**src/rtl/mbw_consts.svh**
```systemverilog
// constants for the modbus multi-register write handler
`ifndef MBW_CONSTS_SVH
`define MBW_CONSTS_SVH

`define MBW_FC_WRITE 8'h10
`define MBW_FC_RDWR 8'h17
`define MBW_ERR_FLAG 8'h80
`define MBW_EXC_FUNC 8'h01
`define MBW_EXC_ADDR 8'h02
`define MBW_EXC_VALUE 8'h03
`define MBW_PROTO_ID 16'h0000
`define MBW_WR_LEN_BASE 16'h0007
`define MBW_RW_LEN_BASE 16'h000b
`define MBW_RD_LEN_BASE 16'h0003
`define MBW_WR_RSP_LEN 16'h0006
`define MBW_EXC_LEN 16'h0003
`define MBW_CNT_MIN 16'h0001
`define MBW_WR_MAX 16'h007b
`define MBW_RW_MAX 16'h0079
`define MBW_POS_FC 9'h007
`define MBW_POS_WR_BC 9'h00c
`define MBW_POS_RW_BC 9'h010
`define MBW_TX_EXC_END 9'h008
`define MBW_TX_WR_END 9'h00b
`define MBW_TX_DATA_POS 9'h009

`endif

```
**src/rtl/mbw_pkg.sv**
```systemverilog
// types shared by the modbus multi-register write handler
package mbw_pkg;

    typedef enum logic [6:0] {
        S_HDR = 7'b0000001,
        S_CHK = 7'b0000010,
        S_MAPW = 7'b0000100,
        S_MAPR = 7'b0001000,
        S_DATA = 7'b0010000,
        S_DRAIN = 7'b0100000,
        S_RESP = 7'b1000000
    } mbw_rx_state_t;

    typedef enum logic [3:0] {
        T_IDLE = 4'b0001,
        T_SEND = 4'b0010,
        T_RD = 4'b0100,
        T_LD = 4'b1000
    } mbw_tx_state_t;

endpackage : mbw_pkg

```
**src/rtl/mbw_rsp_if.sv**
```systemverilog
// reply descriptor passed from the request parser to the reply builder
`timescale 1ns/1ps
interface mbw_rsp_if;
    logic start;
    logic busy;
    logic err;
    logic [7:0] exc;
    logic [15:0] tid;
    logic [7:0] uid;
    logic [7:0] fc;
    logic [15:0] rd_addr;
    logic [15:0] rd_cnt;
    logic [15:0] wr_addr;
    logic [15:0] wr_cnt;

    modport parser (output start, err, exc, tid, uid, fc, rd_addr, rd_cnt, wr_addr, wr_cnt, input busy);
    modport builder (input start, err, exc, tid, uid, fc, rd_addr, rd_cnt, wr_addr, wr_cnt, output busy);
endinterface : mbw_rsp_if

```
**src/rtl/mbw_reply.sv**
```systemverilog
// reply builder: serialises normal and exception replies, fetches read data
`timescale 1ns/1ps
`include "mbw_consts.svh"
module mbw_reply
    import mbw_pkg::*;
(
    // clock and reset
    input wire logic clk,
    input wire logic rst_b,
    // descriptor from parser
    mbw_rsp_if.builder rsp,
    // reply byte stream
    output logic tx_valid,
    output logic [7:0] tx_data,
    output logic tx_last,
    input wire logic tx_ready,
    // register read port, data one cycle after enable
    output logic reg_rd_en,
    output logic [15:0] reg_rd_addr,
    input wire logic [15:0] reg_rd_data
);

    mbw_tx_state_t st_r;
    logic err_r, fresh_r;
    logic [7:0] exc_r, uid_r, fc_r, k_r;
    logic [15:0] tid_r, raddr_r, rcnt_r, waddr_r, wcnt_r, word_r, len;
    logic [8:0] idx_r, last_idx;
    logic [7:0] byte_nxt;
    logic slot_free, need_word, is_rdwr;

    assign rsp.busy = (st_r != T_IDLE);
    assign reg_rd_en = (st_r == T_RD);
    assign slot_free = !tx_valid || tx_ready;
    assign is_rdwr = !err_r && (fc_r == `MBW_FC_RDWR);
    assign need_word = is_rdwr && (idx_r >= `MBW_TX_DATA_POS) && idx_r[0] && !fresh_r;

    // reply length and last byte per reply kind
    always_comb begin
        if (err_r) begin
            len = `MBW_EXC_LEN;
            last_idx = `MBW_TX_EXC_END;
        end else if (is_rdwr) begin
            len = `MBW_RD_LEN_BASE + {7'h00, rcnt_r[7:0], 1'b0};
            last_idx = `MBW_TX_EXC_END + {rcnt_r[7:0], 1'b0};
        end else begin
            len = `MBW_WR_RSP_LEN;
            last_idx = `MBW_TX_WR_END;
        end
    end

    always_comb begin
        case (idx_r)
            9'h000: byte_nxt = tid_r[15:8];
            9'h001: byte_nxt = tid_r[7:0];
            9'h002: byte_nxt = 8'(`MBW_PROTO_ID >> 8);
            9'h003: byte_nxt = 8'(`MBW_PROTO_ID);
            9'h004: byte_nxt = len[15:8];
            9'h005: byte_nxt = len[7:0];
            9'h006: byte_nxt = uid_r;
            9'h007: byte_nxt = err_r ? (fc_r | `MBW_ERR_FLAG) : fc_r;
            9'h008: byte_nxt = err_r ? exc_r : (is_rdwr ? {rcnt_r[6:0], 1'b0} : waddr_r[15:8]);
            default: begin
                if (is_rdwr) begin
                    byte_nxt = idx_r[0] ? word_r[15:8] : word_r[7:0];
                end else begin
                    case (idx_r)
                        9'h009: byte_nxt = waddr_r[7:0];
                        9'h00a: byte_nxt = wcnt_r[15:8];
                        default: byte_nxt = wcnt_r[7:0];
                    endcase
                end
            end
        endcase
    end

    // descriptor latch so the parser may take the next frame at once
    always_ff @(posedge clk) begin
        if (!rst_b) begin
            err_r <= 1'b0;
            exc_r <= 8'h00;
            tid_r <= 16'h0000;
            uid_r <= 8'h00;
            fc_r <= 8'h00;
            raddr_r <= 16'h0000;
            rcnt_r <= 16'h0000;
            waddr_r <= 16'h0000;
            wcnt_r <= 16'h0000;
        end else if (st_r == T_IDLE && rsp.start) begin
            err_r <= rsp.err;
            exc_r <= rsp.exc;
            tid_r <= rsp.tid;
            uid_r <= rsp.uid;
            fc_r <= rsp.fc;
            raddr_r <= rsp.rd_addr;
            rcnt_r <= rsp.rd_cnt;
            waddr_r <= rsp.wr_addr;
            wcnt_r <= rsp.wr_cnt;
        end
    end

    // sequencing, read fetch and output stage
    always_ff @(posedge clk) begin
        if (!rst_b) begin
            st_r <= T_IDLE;
            idx_r <= 9'h000;
            k_r <= 8'h00;
            fresh_r <= 1'b0;
            word_r <= 16'h0000;
            reg_rd_addr <= 16'h0000;
            tx_valid <= 1'b0;
            tx_data <= 8'h00;
            tx_last <= 1'b0;
        end else begin
            if (tx_valid && tx_ready) begin
                tx_valid <= 1'b0;
            end
            case (st_r)
                T_IDLE: begin
                    idx_r <= 9'h000;
                    k_r <= 8'h00;
                    fresh_r <= 1'b0;
                    if (rsp.start) begin
                        st_r <= T_SEND;
                    end
                end
                T_SEND: begin
                    if (slot_free && need_word) begin
                        reg_rd_addr <= raddr_r + {8'h00, k_r};
                        st_r <= T_RD;
                    end else if (slot_free) begin
                        tx_valid <= 1'b1;
                        tx_data <= byte_nxt;
                        tx_last <= (idx_r == last_idx);
                        idx_r <= idx_r + 9'h001;
                        if (is_rdwr && idx_r[0]) begin
                            fresh_r <= 1'b0;
                        end
                        if (idx_r == last_idx) begin
                            st_r <= T_IDLE;
                        end
                    end
                end
                T_RD: begin
                    st_r <= T_LD;
                end
                T_LD: begin
                    word_r <= reg_rd_data;
                    fresh_r <= 1'b1;
                    k_r <= k_r + 8'h01;
                    st_r <= T_SEND;
                end
                default: st_r <= T_IDLE;
            endcase
        end
    end

endmodule : mbw_reply

```
**src/rtl/mbw_handler.sv**
```systemverilog
// request parser and checker for multi-register write and read/write requests
`timescale 1ns/1ps
`include "mbw_consts.svh"
// Overview of operation
// - write request stores consecutive registers from start
// - write byte count 2N, length 7+2N
// - read/write request writes then reads, one exchange
// - read count must lie in 1..0x79
// - write start, write count in 1..0x79
// - read/write ends with byte count, N values
// - read/write length field equals 0x0B+2N
// - read/write reply: code, 2M, M values
// - failures with protocol id 0 answer error code plus exception code
// - addresses accepted when mapped to user objects
module mbw_handler
    import mbw_pkg::*;
(
    // clock and reset
    input wire logic clk,
    input wire logic rst_b,
    // request byte stream
    input wire logic rx_valid,
    input wire logic [7:0] rx_data,
    input wire logic rx_last,
    output logic rx_ready,
    // reply byte stream
    output logic tx_valid,
    output logic [7:0] tx_data,
    output logic tx_last,
    input wire logic tx_ready,
    // register write port
    output logic reg_wr_en,
    output logic [15:0] reg_wr_addr,
    output logic [15:0] reg_wr_data,
    // register read port
    output logic reg_rd_en,
    output logic [15:0] reg_rd_addr,
    input wire logic [15:0] reg_rd_data,
    // object map lookup
    output logic [15:0] map_addr,
    output logic [15:0] map_count,
    input wire logic map_ok,
    // frame outcome
    output logic done_ok,
    output logic done_exc
);

    function automatic logic mbw_cnt_ok(input logic [15:0] cnt, input logic [15:0] max);
        mbw_cnt_ok = (cnt >= `MBW_CNT_MIN) && (cnt <= max);
    endfunction : mbw_cnt_ok

    mbw_rx_state_t st_r;
    logic [8:0] idx_r, bc_pos;
    logic [15:0] tid_r, pid_r, len_r, a1_r, c1_r, a2_r, c2_r, len_exp, wmax;
    logic [7:0] uid_r, fc_r, bc_r, exc_r, hi_byte_r, k_r;
    logic err_r, hi_r, is_rdwr, rx_fire, fmt_ok, last_word, drop;

    mbw_rsp_if rsp ();

    mbw_reply u_reply (
        .clk(clk),
        .rst_b(rst_b),
        .rsp(rsp),
        .tx_valid(tx_valid),
        .tx_data(tx_data),
        .tx_last(tx_last),
        .tx_ready(tx_ready),
        .reg_rd_en(reg_rd_en),
        .reg_rd_addr(reg_rd_addr),
        .reg_rd_data(reg_rd_data)
    );

    assign is_rdwr = (fc_r == `MBW_FC_RDWR);
    assign bc_pos = is_rdwr ? `MBW_POS_RW_BC : `MBW_POS_WR_BC;
    assign rx_ready = (st_r == S_HDR) || (st_r == S_DATA) || (st_r == S_DRAIN);
    assign rx_fire = rx_valid && rx_ready;
    assign last_word = !hi_r && ({8'h00, k_r} == c2_r - 16'h0001);
    // frames with a foreign protocol id get no reply
    assign drop = (pid_r != `MBW_PROTO_ID);

    // lookup of the write block, then of the read block
    assign map_addr = (st_r == S_MAPR) ? a1_r : a2_r;
    assign map_count = (st_r == S_MAPR) ? c1_r : c2_r;

    // expected length from the byte count
    always_comb begin
        if (is_rdwr) begin
            len_exp = `MBW_RW_LEN_BASE + {8'h00, bc_r};
            wmax = `MBW_RW_MAX;
        end else begin
            len_exp = `MBW_WR_LEN_BASE + {8'h00, bc_r};
            wmax = `MBW_WR_MAX;
        end
    end

    // count, byte count and length checks
    always_comb begin
        fmt_ok = mbw_cnt_ok(c2_r, wmax) && ({8'h00, bc_r} == {c2_r[14:0], 1'b0}) && (len_r == len_exp);
        if (is_rdwr && !mbw_cnt_ok(c1_r, `MBW_RW_MAX)) begin
            fmt_ok = 1'b0;
        end
    end

    // reply descriptor towards the builder
    assign rsp.start = (st_r == S_RESP) && !drop && !rsp.busy;
    assign rsp.err = err_r;
    assign rsp.exc = exc_r;
    assign rsp.tid = tid_r;
    assign rsp.uid = uid_r;
    assign rsp.fc = fc_r;
    assign rsp.rd_addr = a1_r;
    assign rsp.rd_cnt = c1_r;
    assign rsp.wr_addr = a2_r;
    assign rsp.wr_cnt = c2_r;

    // byte position within the fixed part of the frame
    always_ff @(posedge clk) begin
        if (!rst_b) begin
            idx_r <= 9'h000;
        end else if (st_r != S_HDR) begin
            idx_r <= 9'h000;
        end else if (rx_fire) begin
            idx_r <= rx_last ? 9'h000 : idx_r + 9'h001;
        end
    end

    // header capture; field capture by position
    always_ff @(posedge clk) begin
        if (!rst_b) begin
            tid_r <= 16'h0000;
            pid_r <= 16'h0000;
            len_r <= 16'h0000;
            uid_r <= 8'h00;
            fc_r <= 8'h00;
            a1_r <= 16'h0000;
            c1_r <= 16'h0000;
            a2_r <= 16'h0000;
            c2_r <= 16'h0000;
            bc_r <= 8'h00;
        end else if (st_r == S_HDR && rx_fire) begin
            case (idx_r)
                9'h000: tid_r[15:8] <= rx_data;
                9'h001: tid_r[7:0] <= rx_data;
                9'h002: pid_r[15:8] <= rx_data;
                9'h003: pid_r[7:0] <= rx_data;
                9'h004: len_r[15:8] <= rx_data;
                9'h005: len_r[7:0] <= rx_data;
                9'h006: uid_r <= rx_data;
                9'h007: fc_r <= rx_data;
                9'h008: begin
                    if (is_rdwr) a1_r[15:8] <= rx_data;
                    else a2_r[15:8] <= rx_data;
                end
                9'h009: begin
                    if (is_rdwr) a1_r[7:0] <= rx_data;
                    else a2_r[7:0] <= rx_data;
                end
                9'h00a: begin
                    if (is_rdwr) c1_r[15:8] <= rx_data;
                    else c2_r[15:8] <= rx_data;
                end
                9'h00b: begin
                    if (is_rdwr) c1_r[7:0] <= rx_data;
                    else c2_r[7:0] <= rx_data;
                end
                9'h00c: begin
                    if (is_rdwr) a2_r[15:8] <= rx_data;
                    else bc_r <= rx_data;
                end
                9'h00d: a2_r[7:0] <= rx_data;
                9'h00e: c2_r[15:8] <= rx_data;
                9'h00f: c2_r[7:0] <= rx_data;
                9'h010: bc_r <= rx_data;
                default: ;
            endcase
        end
    end

    // frame sequencing and outcome
    always_ff @(posedge clk) begin
        if (!rst_b) begin
            st_r <= S_HDR;
            err_r <= 1'b0;
            exc_r <= 8'h00;
        end else begin
            case (st_r)
                S_HDR: begin
                    if (rx_fire) begin
                        if (idx_r == `MBW_POS_FC && rx_data != `MBW_FC_WRITE && rx_data != `MBW_FC_RDWR) begin
                            err_r <= 1'b1;
                            exc_r <= `MBW_EXC_FUNC;
                            st_r <= rx_last ? S_RESP : S_DRAIN;
                        end else if (rx_last && idx_r >= `MBW_POS_FC) begin
                            err_r <= 1'b1;
                            exc_r <= `MBW_EXC_VALUE;
                            st_r <= S_RESP;
                        end else if (idx_r > `MBW_POS_FC && idx_r == bc_pos) begin
                            st_r <= S_CHK;
                        end
                    end
                end
                S_CHK: begin
                    if (!fmt_ok || drop) begin
                        err_r <= 1'b1;
                        exc_r <= `MBW_EXC_VALUE;
                        st_r <= S_DRAIN;
                    end else begin
                        st_r <= S_MAPW;
                    end
                end
                S_MAPW, S_MAPR: begin
                    if (!map_ok) begin
                        err_r <= 1'b1;
                        exc_r <= `MBW_EXC_ADDR;
                        st_r <= S_DRAIN;
                    end else if (st_r == S_MAPW && is_rdwr) begin
                        st_r <= S_MAPR;
                    end else begin
                        st_r <= S_DATA;
                    end
                end
                S_DATA: begin
                    if (rx_fire) begin
                        if (last_word) begin
                            if (!rx_last) begin
                                err_r <= 1'b1;
                                exc_r <= `MBW_EXC_VALUE;
                            end
                            st_r <= rx_last ? S_RESP : S_DRAIN;
                        end else if (rx_last) begin
                            err_r <= 1'b1;
                            exc_r <= `MBW_EXC_VALUE;
                            st_r <= S_RESP;
                        end
                    end
                end
                S_DRAIN: begin
                    if (rx_fire && rx_last) begin
                        st_r <= S_RESP;
                    end
                end
                S_RESP: begin
                    if (drop || !rsp.busy) begin
                        err_r <= 1'b0;
                        st_r <= S_HDR;
                    end
                end
                default: st_r <= S_HDR;
            endcase
        end
    end

    // write values as each word completes
    always_ff @(posedge clk) begin
        if (!rst_b) begin
            hi_r <= 1'b1;
            k_r <= 8'h00;
            hi_byte_r <= 8'h00;
            reg_wr_en <= 1'b0;
            reg_wr_addr <= 16'h0000;
            reg_wr_data <= 16'h0000;
        end else begin
            reg_wr_en <= (st_r == S_DATA) && rx_fire && !hi_r;
            if (st_r != S_DATA) begin
                hi_r <= 1'b1;
                k_r <= 8'h00;
            end else if (rx_fire) begin
                hi_r <= !hi_r;
                if (hi_r) begin
                    hi_byte_r <= rx_data;
                end else begin
                    reg_wr_addr <= a2_r + {8'h00, k_r};
                    reg_wr_data <= {hi_byte_r, rx_data};
                    k_r <= k_r + 8'h01;
                end
            end
        end
    end

    // outcome pulses on handing the reply over
    always_ff @(posedge clk) begin
        if (!rst_b) begin
            done_ok <= 1'b0;
            done_exc <= 1'b0;
        end else begin
            done_ok <= rsp.start && !err_r;
            done_exc <= rsp.start && err_r;
        end
    end

endmodule : mbw_handler

```
**config.mk**
```make
export PLATFORM = sky130hd
export DESIGN_NAME = mbw_handler
export DESIGN_NICKNAME = d
export VERILOG_FILES = /design/src/rtl/mbw_pkg.sv /design/src/rtl/mbw_rsp_if.sv /design/src/rtl/mbw_reply.sv /design/src/rtl/mbw_handler.sv
export VERILOG_INCLUDE_DIRS = /design/src /design/src/rtl
export SDC_FILE = /design/constraint.sdc
export NUM_CORES = 1
export LEC_CHECK = 0
export BUFFER_PORTS_ARGS = -buffer_cell sky130_fd_sc_hd__buf_4
export CAP_MARGIN = 0
export CORE_MARGIN = 2
export CORE_UTILIZATION = 40
export DETAILED_ROUTE_END_ITERATION = 7
export PLACE_DENSITY = 0.6
export SETUP_SLACK_MARGIN = 0.2
export SYNTH_ARGS = -nofsm -noshare
export SYNTH_HDL_FRONTEND = slang
export SYNTH_SLANG_ARGS = --single-unit
```
**constraint.sdc**
```tcl
create_clock -name clk -period 4.4 [get_ports clk]
set_input_delay 0.44 -clock clk [delete_from_list [all_inputs] [get_ports clk]]
set_output_delay 0.44 -clock clk [all_outputs]
set_load 0.01 [all_outputs]
```
* After elaboration in Yosys (flattened, before gate mapping)
Index checks and enable logic that the tools add are counted.
Operators by class: bitwise operators 4, shift operators 0, reductions and logical operators 87, multiplexer cells 77, equal/unequal tests 71, divide/modulo/power cells 0, add/sub/neg operators 11, $mul 0, magnitude comparators 7
Operator list (number):
- 8-bit two-way mux | 16
- 8-bit one-hot mux with 2 select lines | 7
- 9-bit by 4-bit == test with 1-bit output, second input constant | 11
- 9-bit by 3-bit == test with 1-bit output, second input constant | 8
- 7-bit two-way mux | 10
- 16-bit two-way mux | 4
- 8-bit one-hot mux with 8 select lines | 1
- 9-bit two-way mux | 6
- 7-bit one-hot mux with 6 select lines | 1
- 3-bit AND reduction | 13
- 9-bit by 2-bit == test with 1-bit output, second input constant | 4
- 16-bit by 8-bit adder with 16-bit output | 2
- 8-bit by 16-bit == test with 1-bit output | 2
- 16-bit by 1-bit >= comparator with 1-bit output, second input constant | 2
- 8-bit one-hot mux with 4 select lines | 1
- 1-bit logical AND | 28
- 2-bit inequality test, second input constant | 12
- 2-bit AND reduction | 10
- 9-bit by 1-bit adder with 9-bit output, second input constant | 2
- 9-bit by 1-bit == test with 1-bit output, second input constant | 2
- 9-bit logical NOT | 2
- 1-bit two-way mux | 18
- 9-bit one-hot mux with 2 select lines | 1
- 8-bit by 1-bit adder with 8-bit output, second input constant | 2
- 53 further kinds | 92
Word-level totals: ROM bits 0, flip-flop bits (word level) 374, bits in writable memories 0, logic and storage cells 304, memories 0, bits in latches 0, output and inout bits 95

* Longest topological paths before layout
Gate-level depths: netlist (run 1).
depth in word-level cells 11, depth in mapped cells 13, depth with buffers taken out 13

* Hierarchy
Synthesis (run 1) repeated with hierarchy kept, for this count alone.
Second synthesis, totals: cells, all modules 2075, area total of the unflattened synthesis 17428.0 um^2
By module, submodules not included:
- mbw_handler | area each 9746.8 um^2, times used 1, cells an instance 1091, sequential area each 4144.0 um^2
- mbw_reply | area each 7681.1 um^2, times used 1, cells an instance 984, sequential area each 3223.1 um^2

* Worst setup path before layout (run 1)
No wires, ideal clock.
kind reg-to-reg, start register c2_r[0], end register exc_r[1], arrival time 3230 ps, library setup time 121 ps, path buffers 2, slack 1049 ps, cell stages (with the launch flop) 14, data required time 4279 ps, period minus slack after synthesis 3351 ps, cells stage by stage dfxtp_1 -> buf_2 -> inv_1 -> ha_1 -> or4b_1 -> buf_2 -> or3_1 -> or4b_1 -> o21ai_1 -> nand4_1 -> or2_4 -> xnor2_2 -> a211oi_2 -> mux2_4
Between the ends: cells in the longest elaborated chain, start to end 9, elaborated cells on any way between the ends 19, classes of those cells add/sub: 1; order compare: 2; eq/ne: 5; mux: 4; reduce/logical: 7
RTL lines:
- start, declared | line mbw_handler.sv:54 | logic [15:0] tid_r, pid_r, len_r, a1_r, c1_r, a2_r, c2_r, len_exp, wmax;
- start signal, assigned | line mbw_handler.sv:164 | else c2_r[7:0] <= rx_data;
- start signal, assigned | line mbw_handler.sv:172 | 9'h00f: c2_r[7:0] <= rx_data;
- branches (longest 9 deep; another with 16-bit by 1-bit subtractor with 16-bit output)
- end signal, assigned | line mbw_handler.sv:195 | exc_r <= `MBW_EXC_VALUE;
- end signal, assigned | line mbw_handler.sv:205 | exc_r <= `MBW_EXC_VALUE;
- end signal, assigned | line mbw_handler.sv:214 | exc_r <= `MBW_EXC_ADDR;
- end, declared | line mbw_handler.sv:55 | logic [7:0] uid_r, fc_r, bc_r, exc_r, hi_byte_r, k_r;
Several ways; the timed one is not identified. The select of a mux whose other input is x is not followed. A chain may end at the register's enable or synchronous reset.

* Final worst setup path (run 1)
start register st_r[4], end output map_count[0]
Between the ends: cells in the longest elaborated chain, start to end 2
RTL lines:
- start, declared | line mbw_handler.sv:52 | mbw_rx_state_t st_r;
- start signal, assigned | line mbw_handler.sv:192 | st_r <= rx_last ? S_RESP : S_DRAIN;
- start signal, assigned | line mbw_handler.sv:229 | st_r <= rx_last ? S_RESP : S_DRAIN;
- 7-bit by 4-bit == test with 1-bit output | line mbw_handler.sv:83 | assign map_count = (st_r == S_MAPR) ? c1_r : c2_r;
- 16-bit two-way mux | line mbw_handler.sv:83
- end, declared | line mbw_handler.sv:41 | output logic [15:0] map_count,
No other way between the ends.

==> results_dict.tcl, run 1 <==
set metrics [dict create \
    outcome "finished, final reports clean" \
    synthesis.nets 2223 \
    fillCellCount 4192 \
    grt_max_degree 164 \
    grt_pass1_wl_um 81600 \
    cts.clk_slew.worst_paths_ps 60 \
    reg2reg_depth 11 \
    min_period_ps 3840 \
    synth-async-reset-ratio 0 \
    utilization 0.466 \
    yosysTopAreaCellShare 0.428 \
    path_class "flip-flop to primary output" \
    cts_buffers 41 \
    worst_r2r_endpoint "exc_r[1]$_SDFFE_PN0P_" \
    clk_path_buf_depth 3 \
    grt_pass1_vias 14300 \
    ant_nets 0 \
    synth_edf_count 0 \
    netlist_instances 2157 \
    crit_fanout 17 \
    port_buffers 124 \
    drive_gt1_frac 0.117 \
    antenna_found_initial 0 \
    syn_to_final_growth_pct 15.2 \
    synth_most_common_cell "nand2_1" \
    arrival_ps 3400 \
    total_power_w 0.00680 \
    num_io_pins 125 \
    diodes 0 \
    rrSetupSlack_ps 660 \
    dieHeight_um 210 \
    p_per_area_nw_per_um2 349 \
    die_area_um2 44000 \
    synthTopCellsByCount "nand2_1 (534), dfxtp_1 (362), a21oi_1 (291)" \
    dominantRegCellSynth "dfxtp_1" \
    cts_hold_buf 0 \
    ys_seq_elements 362 \
    rsz0062_at_grt "no" \
    drc 0 \
    period_share 0.872 \
    finalHoldViolations 0 \
    post_cts_resized 0 \
    clock-root-buffer "clkbuf_16" \
    avgSynthCellArea_um2 7.84 \
    synth_top_area_cell "dfxtp_1" \
    maxCapViolations 0 \
    endpoint_kind "primary output" \
    crit_required_ps 3960 \
    dr_total_vias 15200 \
    maxSlewHeadroom 0.225 \
    ir_worst_vdd_mv 0.242 \
    cts_tree "yes" \
    drt-total-wl_um 52600 \
    first_pass_iters 5 \
    hold_path_startpoint "reg_rd_data[15]" \
    post_cts_buffers 0 \
    nNetsFinal 2270 \
    setup_viol 0 \
    ys_types 80 \
    fin_skew_ps 19.4 \
    worstReg2RegStart "c2_r[1]$_SDFFE_PN0P_" \
    slew_violations 0 \
    grt_use_total 0.237 \
    finalWeightedCongestion 0.921 \
    htree_levels 2 \
    cp-startpoint "st_r[4]$_SDFFE_PN0P_" \
    grt_overflow 0 \
    synth_area_um2 16900 \
    synth.area.top_cells "dfxtp_1 (43%), nand2_1 (12%), a21oi_1 (8.6%)" \
    core_um2 41900 \
    rows 75 \
    cp-endpoint "map_count[0]" \
    via_per_inst 5.47 \
    ys_warn_count 0 \
    fin_setup_tns_ps 0 \
    worstSetupStartpointType "flip-flop" \
    wl_per_cell_um 19.0 \
    first_iter_violations 1177 \
    hp-class "input pin to flip-flop" \
    worst_slew_pin_slew_ps 1160 \
    die_x_um 210 \
    clk_latency_ps 580 \
    max_freq_mhz 261 \
    ys_seq_area_frac 0.428 \
    p_leak_nw 6.88 \
    hpwl_um 36400 \
    start_util 0.404 \
    cts.sinks 362 \
]
[routing by layer]
| metal | GRT usage | wire length [um] | up-vias |
|---|---|---|---|
| met1 | 0.323 | 24000 | 7255 |
| li1 | - | - | 7465 |
| met2 | 0.383 | 24400 | 375 |
| met4 | 0.0756 | 1490 | 0 |
| met5 | 0 | 0 | - |
| met3 | 0.0389 | 2750 | 79 |
[worst min path at each step]
stage | endpoint | cells after the start | slack [ps]
3_5_place_dp | u_reply.tid_r[13]$_SDFFE_PN0P_ | 2 | 440
6_report | u_reply.word_r[15]$_SDFFE_PN0P_ | 3 | 120
3_3_place_gp | pid_r[14]$_SDFFE_PN0P_ | 2 | 440
4_1_cts | u_reply.word_r[15]$_SDFFE_PN0P_ | 3 | 80
5_1_grt | u_reply.word_r[15]$_SDFFE_PN0P_ | 3 | 100
2_1_floorplan | len_r[0]$_SDFFE_PN0P_ | 2 | 430
[kinds of logic after synthesis]
logic type	count (synthesis)	synth area share
flip-flops	362	0.428
XOR/XNOR	86	0.0450
buffers and inverters	180	0.0409
multiplexers	100	0.0618
AND/OR/NAND/NOR	947	0.245
adder cells (fa/ha/maj)	36	0.0275
AO/OA/AOI/OAI	446	0.151
[cell usage in the layout, fill, tap and decap left out, types with 32 or more instances in the layout]
| master | count |
|---|---|
| a21oi_1 | 291 |
| buf_4 | 142 |
| clkbuf_16 | 42 |
| dfxtp_1 | 362 |
| ha_1 | 34 |
| inv_1 | 40 |
| mux2_2 | 32 |
| mux2i_1 | 67 |
| nand2_1 | 533 |
| nand3_1 | 44 |
| nor2_1 | 175 |
| o21ai_0 | 43 |
| xnor2_1 | 52 |
| xor2_1 | 33 |
[where the power goes]
group | switching, W | internal (W)
registers | 0.00000721 | 0.00329
logic | 0.000144 | 0.0000391
clock network | 0.00141 | 0.00191
[worst max-delay path, cell delays in order (launching register included)]
cell and delay (ps):
dfxtp_1 410, nor4_1 610, nand3_1 790, buf_4 500, mux2_2 340, buf_4 150
[stage by stage]
stage / cells / setup WS [ps] / hold WS, ps / area, um2
6_report: 2773 / 562 / 116 / 19500
5_1_grt: 2773 / 342 / 100 / 19500
4_1_cts: 2773 / 570 / 81.3 / 19500
3_5_place_dp: 2700 / 725 / 445 / 18200
3_3_place_gp: 2700 / 750 / 439 / 18200
2_1_floorplan: 2157 / 1050 / 427 / 16900
[layout make-up]
class	instances	area, um2	share of cell area
inverter	41	161	0.00828
multi-input combinational	1615	9010	0.463
tap	539	674	0.0346
timing repair buffer	143	1090	0.0557
clock buffer	61	1210	0.0622
sequential	362	7250	0.372
clock inverter	12	88.8	0.00456
No activity file was read; power rests on OpenSTA's default activity.
==> run 2: changes to the inputs <==
SYNTH_HIERARCHICAL = 1   (was unset)
==> results_dict.tcl, run 2 <==
set metrics [dict create \
    fin_setup_tns_ps 0 \
    rows 76 \
    path_class "flip-flop to flip-flop" \
    rsz0062_at_grt "no" \
    hp-class "input pin to flip-flop" \
    ant_nets 0 \
    synth.area.top_cells "dfxtp_1 (42%), mux2i_1 (8.8%), nand2_1 (7.9%)" \
    hold_slack_ps 138 \
    grt_overflow 0 \
    nNetsFinal 2196 \
    synth_top_area_cell "dfxtp_1" \
    clock-root-buffer "clkbuf_16" \
    crit_fanout 9 \
    ys_seq_elements 368 \
    maxSlewHeadroom 0.302 \
    worst_r2r_endpoint "exc_r[1]$_SDFFE_PN0P_" \
    hpwl_um 35400 \
    die_area_um2 45300 \
    grt_pass1_wl_um 81600 \
    p_clk_frac 0.500 \
    slew_violations 0 \
    multi_input_area_um2 9430 \
    finalWeightedCongestion 0.903 \
    finalHoldViolations 0 \
    netlist_instances 2075 \
    diodes 0 \
    num_io_pins 125 \
    intPower_w 0.00556 \
    min_period_ps 3410 \
    final_cells 2740 \
    antenna_found_initial 0 \
    crit_required_ps 4850 \
    htree_levels 2 \
    first_iter_violations 1150 \
    cts_buffers 41 \
    drive_gt1_frac 0.132 \
    dieHeight_um 213 \
    core_um2 43100 \
    cts_hold_buf 0 \
    arrival_ps 3860 \
    total_power_w 0.00711 \
    synthTopCellsByCount "dfxtp_1 (368), nand2_1 (367), nor2_1 (228)" \
    ys_seq_area_frac 0.423 \
    synth_xor_xnor_area_share 0.0427 \
    dr_total_vias 15000 \
    port_buffers 124 \
    pre_cts_slack_ps 1040 \
    p_sw_frac 0.218 \
    fillCellCount 4200 \
    p_leak_nw 7.17 \
    synthAdderAreaFrac 0.0267 \
    synth-async-reset-ratio 0 \
    via_per_inst 5.48 \
    grt_use_total 0.230 \
    drc 0 \
    worstSetupStartpointType "flip-flop" \
    synth_compound_area_frac 0.146 \
    synth_most_common_cell "dfxtp_1" \
    layout_setup_ws_ps 993 \
    yosysTopAreaCellShare 0.423 \
    outcome "finished, final reports clean" \
    synth_edf_count 0 \
    rrSetupSlack_ps 990 \
    yosys.area_share.simple 0.217 \
    endpoint_kind "flip-flop" \
    ys_types 87 \
    placed_cells 2672 \
    avgSynthCellArea_um2 8.40 \
    ir_worst_vdd_mv 0.349 \
    grt_pass1_vias 14200 \
    power.share.combinational 0.028 \
    post_cts_buffers 0 \
    cts_tree "yes" \
    cts.sinks 368 \
    ys_warn_count 6 \
    dominantRegCellSynth "dfxtp_1" \
    synthMuxAreaShare 0.107 \
    clk_path_buf_depth 3 \
    drt-total-wl_um 52100 \
    cts.clk_slew.worst_paths_ps 60 \
    layout_commonest_cell "dfxtp_1" \
    syn_to_final_growth_pct 15.7 \
    worst_slew_pin_slew_ps 1040 \
    post_cts_resized 0 \
    seq_area_um2 7370 \
    p_per_area_nw_per_um2 353 \
    clk_latency_ps 560 \
    synth_top_family_by_area "simple AND/OR/NAND/NOR gates" \
    period_share 0.774 \
    reg2reg_depth 12 \
    die_x_um 213 \
    cp-startpoint "fc_r[5]$_SDFFE_PN0P_" \
    final_cell_mix "dfxtp_1 (368), nand2_1 (366), nor2_1 (227), a21oi_1 (193), mux2i_1 (153)" \
    wl_per_cell_um 19.0 \
    p_seq_frac 0.472 \
    start_util 0.405 \
    hold_path_startpoint "reg_rd_data[1]" \
    cp-endpoint "exc_r[1]$_SDFFE_PN0P_" \
    p_sw_w 0.00155 \
    grt_max_degree 98 \
    max_freq_mhz 294 \
    maxCapViolations 0 \
    setup_viol 0 \
    first_pass_iters 5 \
    synth_area_um2 17400 \
    fin_skew_ps 24.4 \
    worstReg2RegStart "fc_r[5]$_SDFFE_PN0P_" \
]
[run 2: how the worst min path moves through the flow]
stage	endpoint	slack, ps	cells after the start
after CTS	u_reply/word_r[9]$_SDFFE_PN0P_	110	3
after floorplan	done_ok$_SDFF_PN0_	420	1
after detailed placement	u_reply/uid_r[7]$_SDFFE_PN0P_	440	2
final	u_reply/word_r[1]$_SDFFE_PN0P_	140	3
after global placement	u_reply/tid_r[13]$_SDFFE_PN0P_	440	2
after global routing	u_reply/word_r[1]$_SDFFE_PN0P_	130	3
[run 2: final cells by class]
type	count	area share
Multi-Input combinational cell	1542	0.468
Timing Repair Buffer	146	0.0562
Tap cell	585	0.0363
Clock buffer	57	0.0588
Inverter	31	0.00602
Clock inverter	11	0.00962
Sequential cell	368	0.365
[run 2: stage by stage]
stage / area [um2] / utilization
2_1_floorplan: 17400 / -
3_3_place_gp: 18800 / 0.436
3_5_place_dp: 18800 / 0.436
4_1_cts: 20200 / 0.468
5_1_grt: 20200 / 0.468
6_report: 20200 / 0.468
[run 2: power by group through the flow]
stage | logic (W) | registers [W] | clock network [W]
finish | 0.000202 | 0.00335 | 0.00355
global route | 0.000216 | 0.00335 | 0.00376
CTS | 0.000202 | 0.00335 | 0.00364
detailed placement | 0.000202 | 0.00343 | 0
global placement | 0.000201 | 0.00343 | 0
floorplan | 0.000117 | 0.00342 | 0
[run 2: logic make-up (layout without fill, tap and decap cells)]
| group | count (synthesis) | in the layout |
|---|---|---|
| muxes | 183 | 183 |
| and+or+nand+nor | 821 | 821 |
| other | 1 | 6 |
| adders and majority gates | 36 | 36 |
| DFF | 368 | 368 |
| buffers and inverters | 170 | 245 |
| xor gates and xnor gates | 85 | 85 |
| AOI/OAI and AO/OA | 411 | 411 |
[run 2: metal layers]
metal / GRT usage / up-vias / part of all wire
li1: - / 7321 / -
met4: 0.0612 / 0 / 0.023
met3: 0.0410 / 91 / 0.056
met2: 0.355 / 367 / 0.44
met1: 0.330 / 7246 / 0.48
met5: 0 / - / 0
[run 2: critical path: stages (launching register included)]
cell       delay, ps
dfxtp_1          320
nor4b_1          330
nand4_1          130
buf_4            200
ha_1             350
o21ai_0          150
a2111oi_0        410
a211oi_1         100
a211oi_1         260
o2111ai_1        230
or2_2            360
nor4b_4          150
mux2_1           330
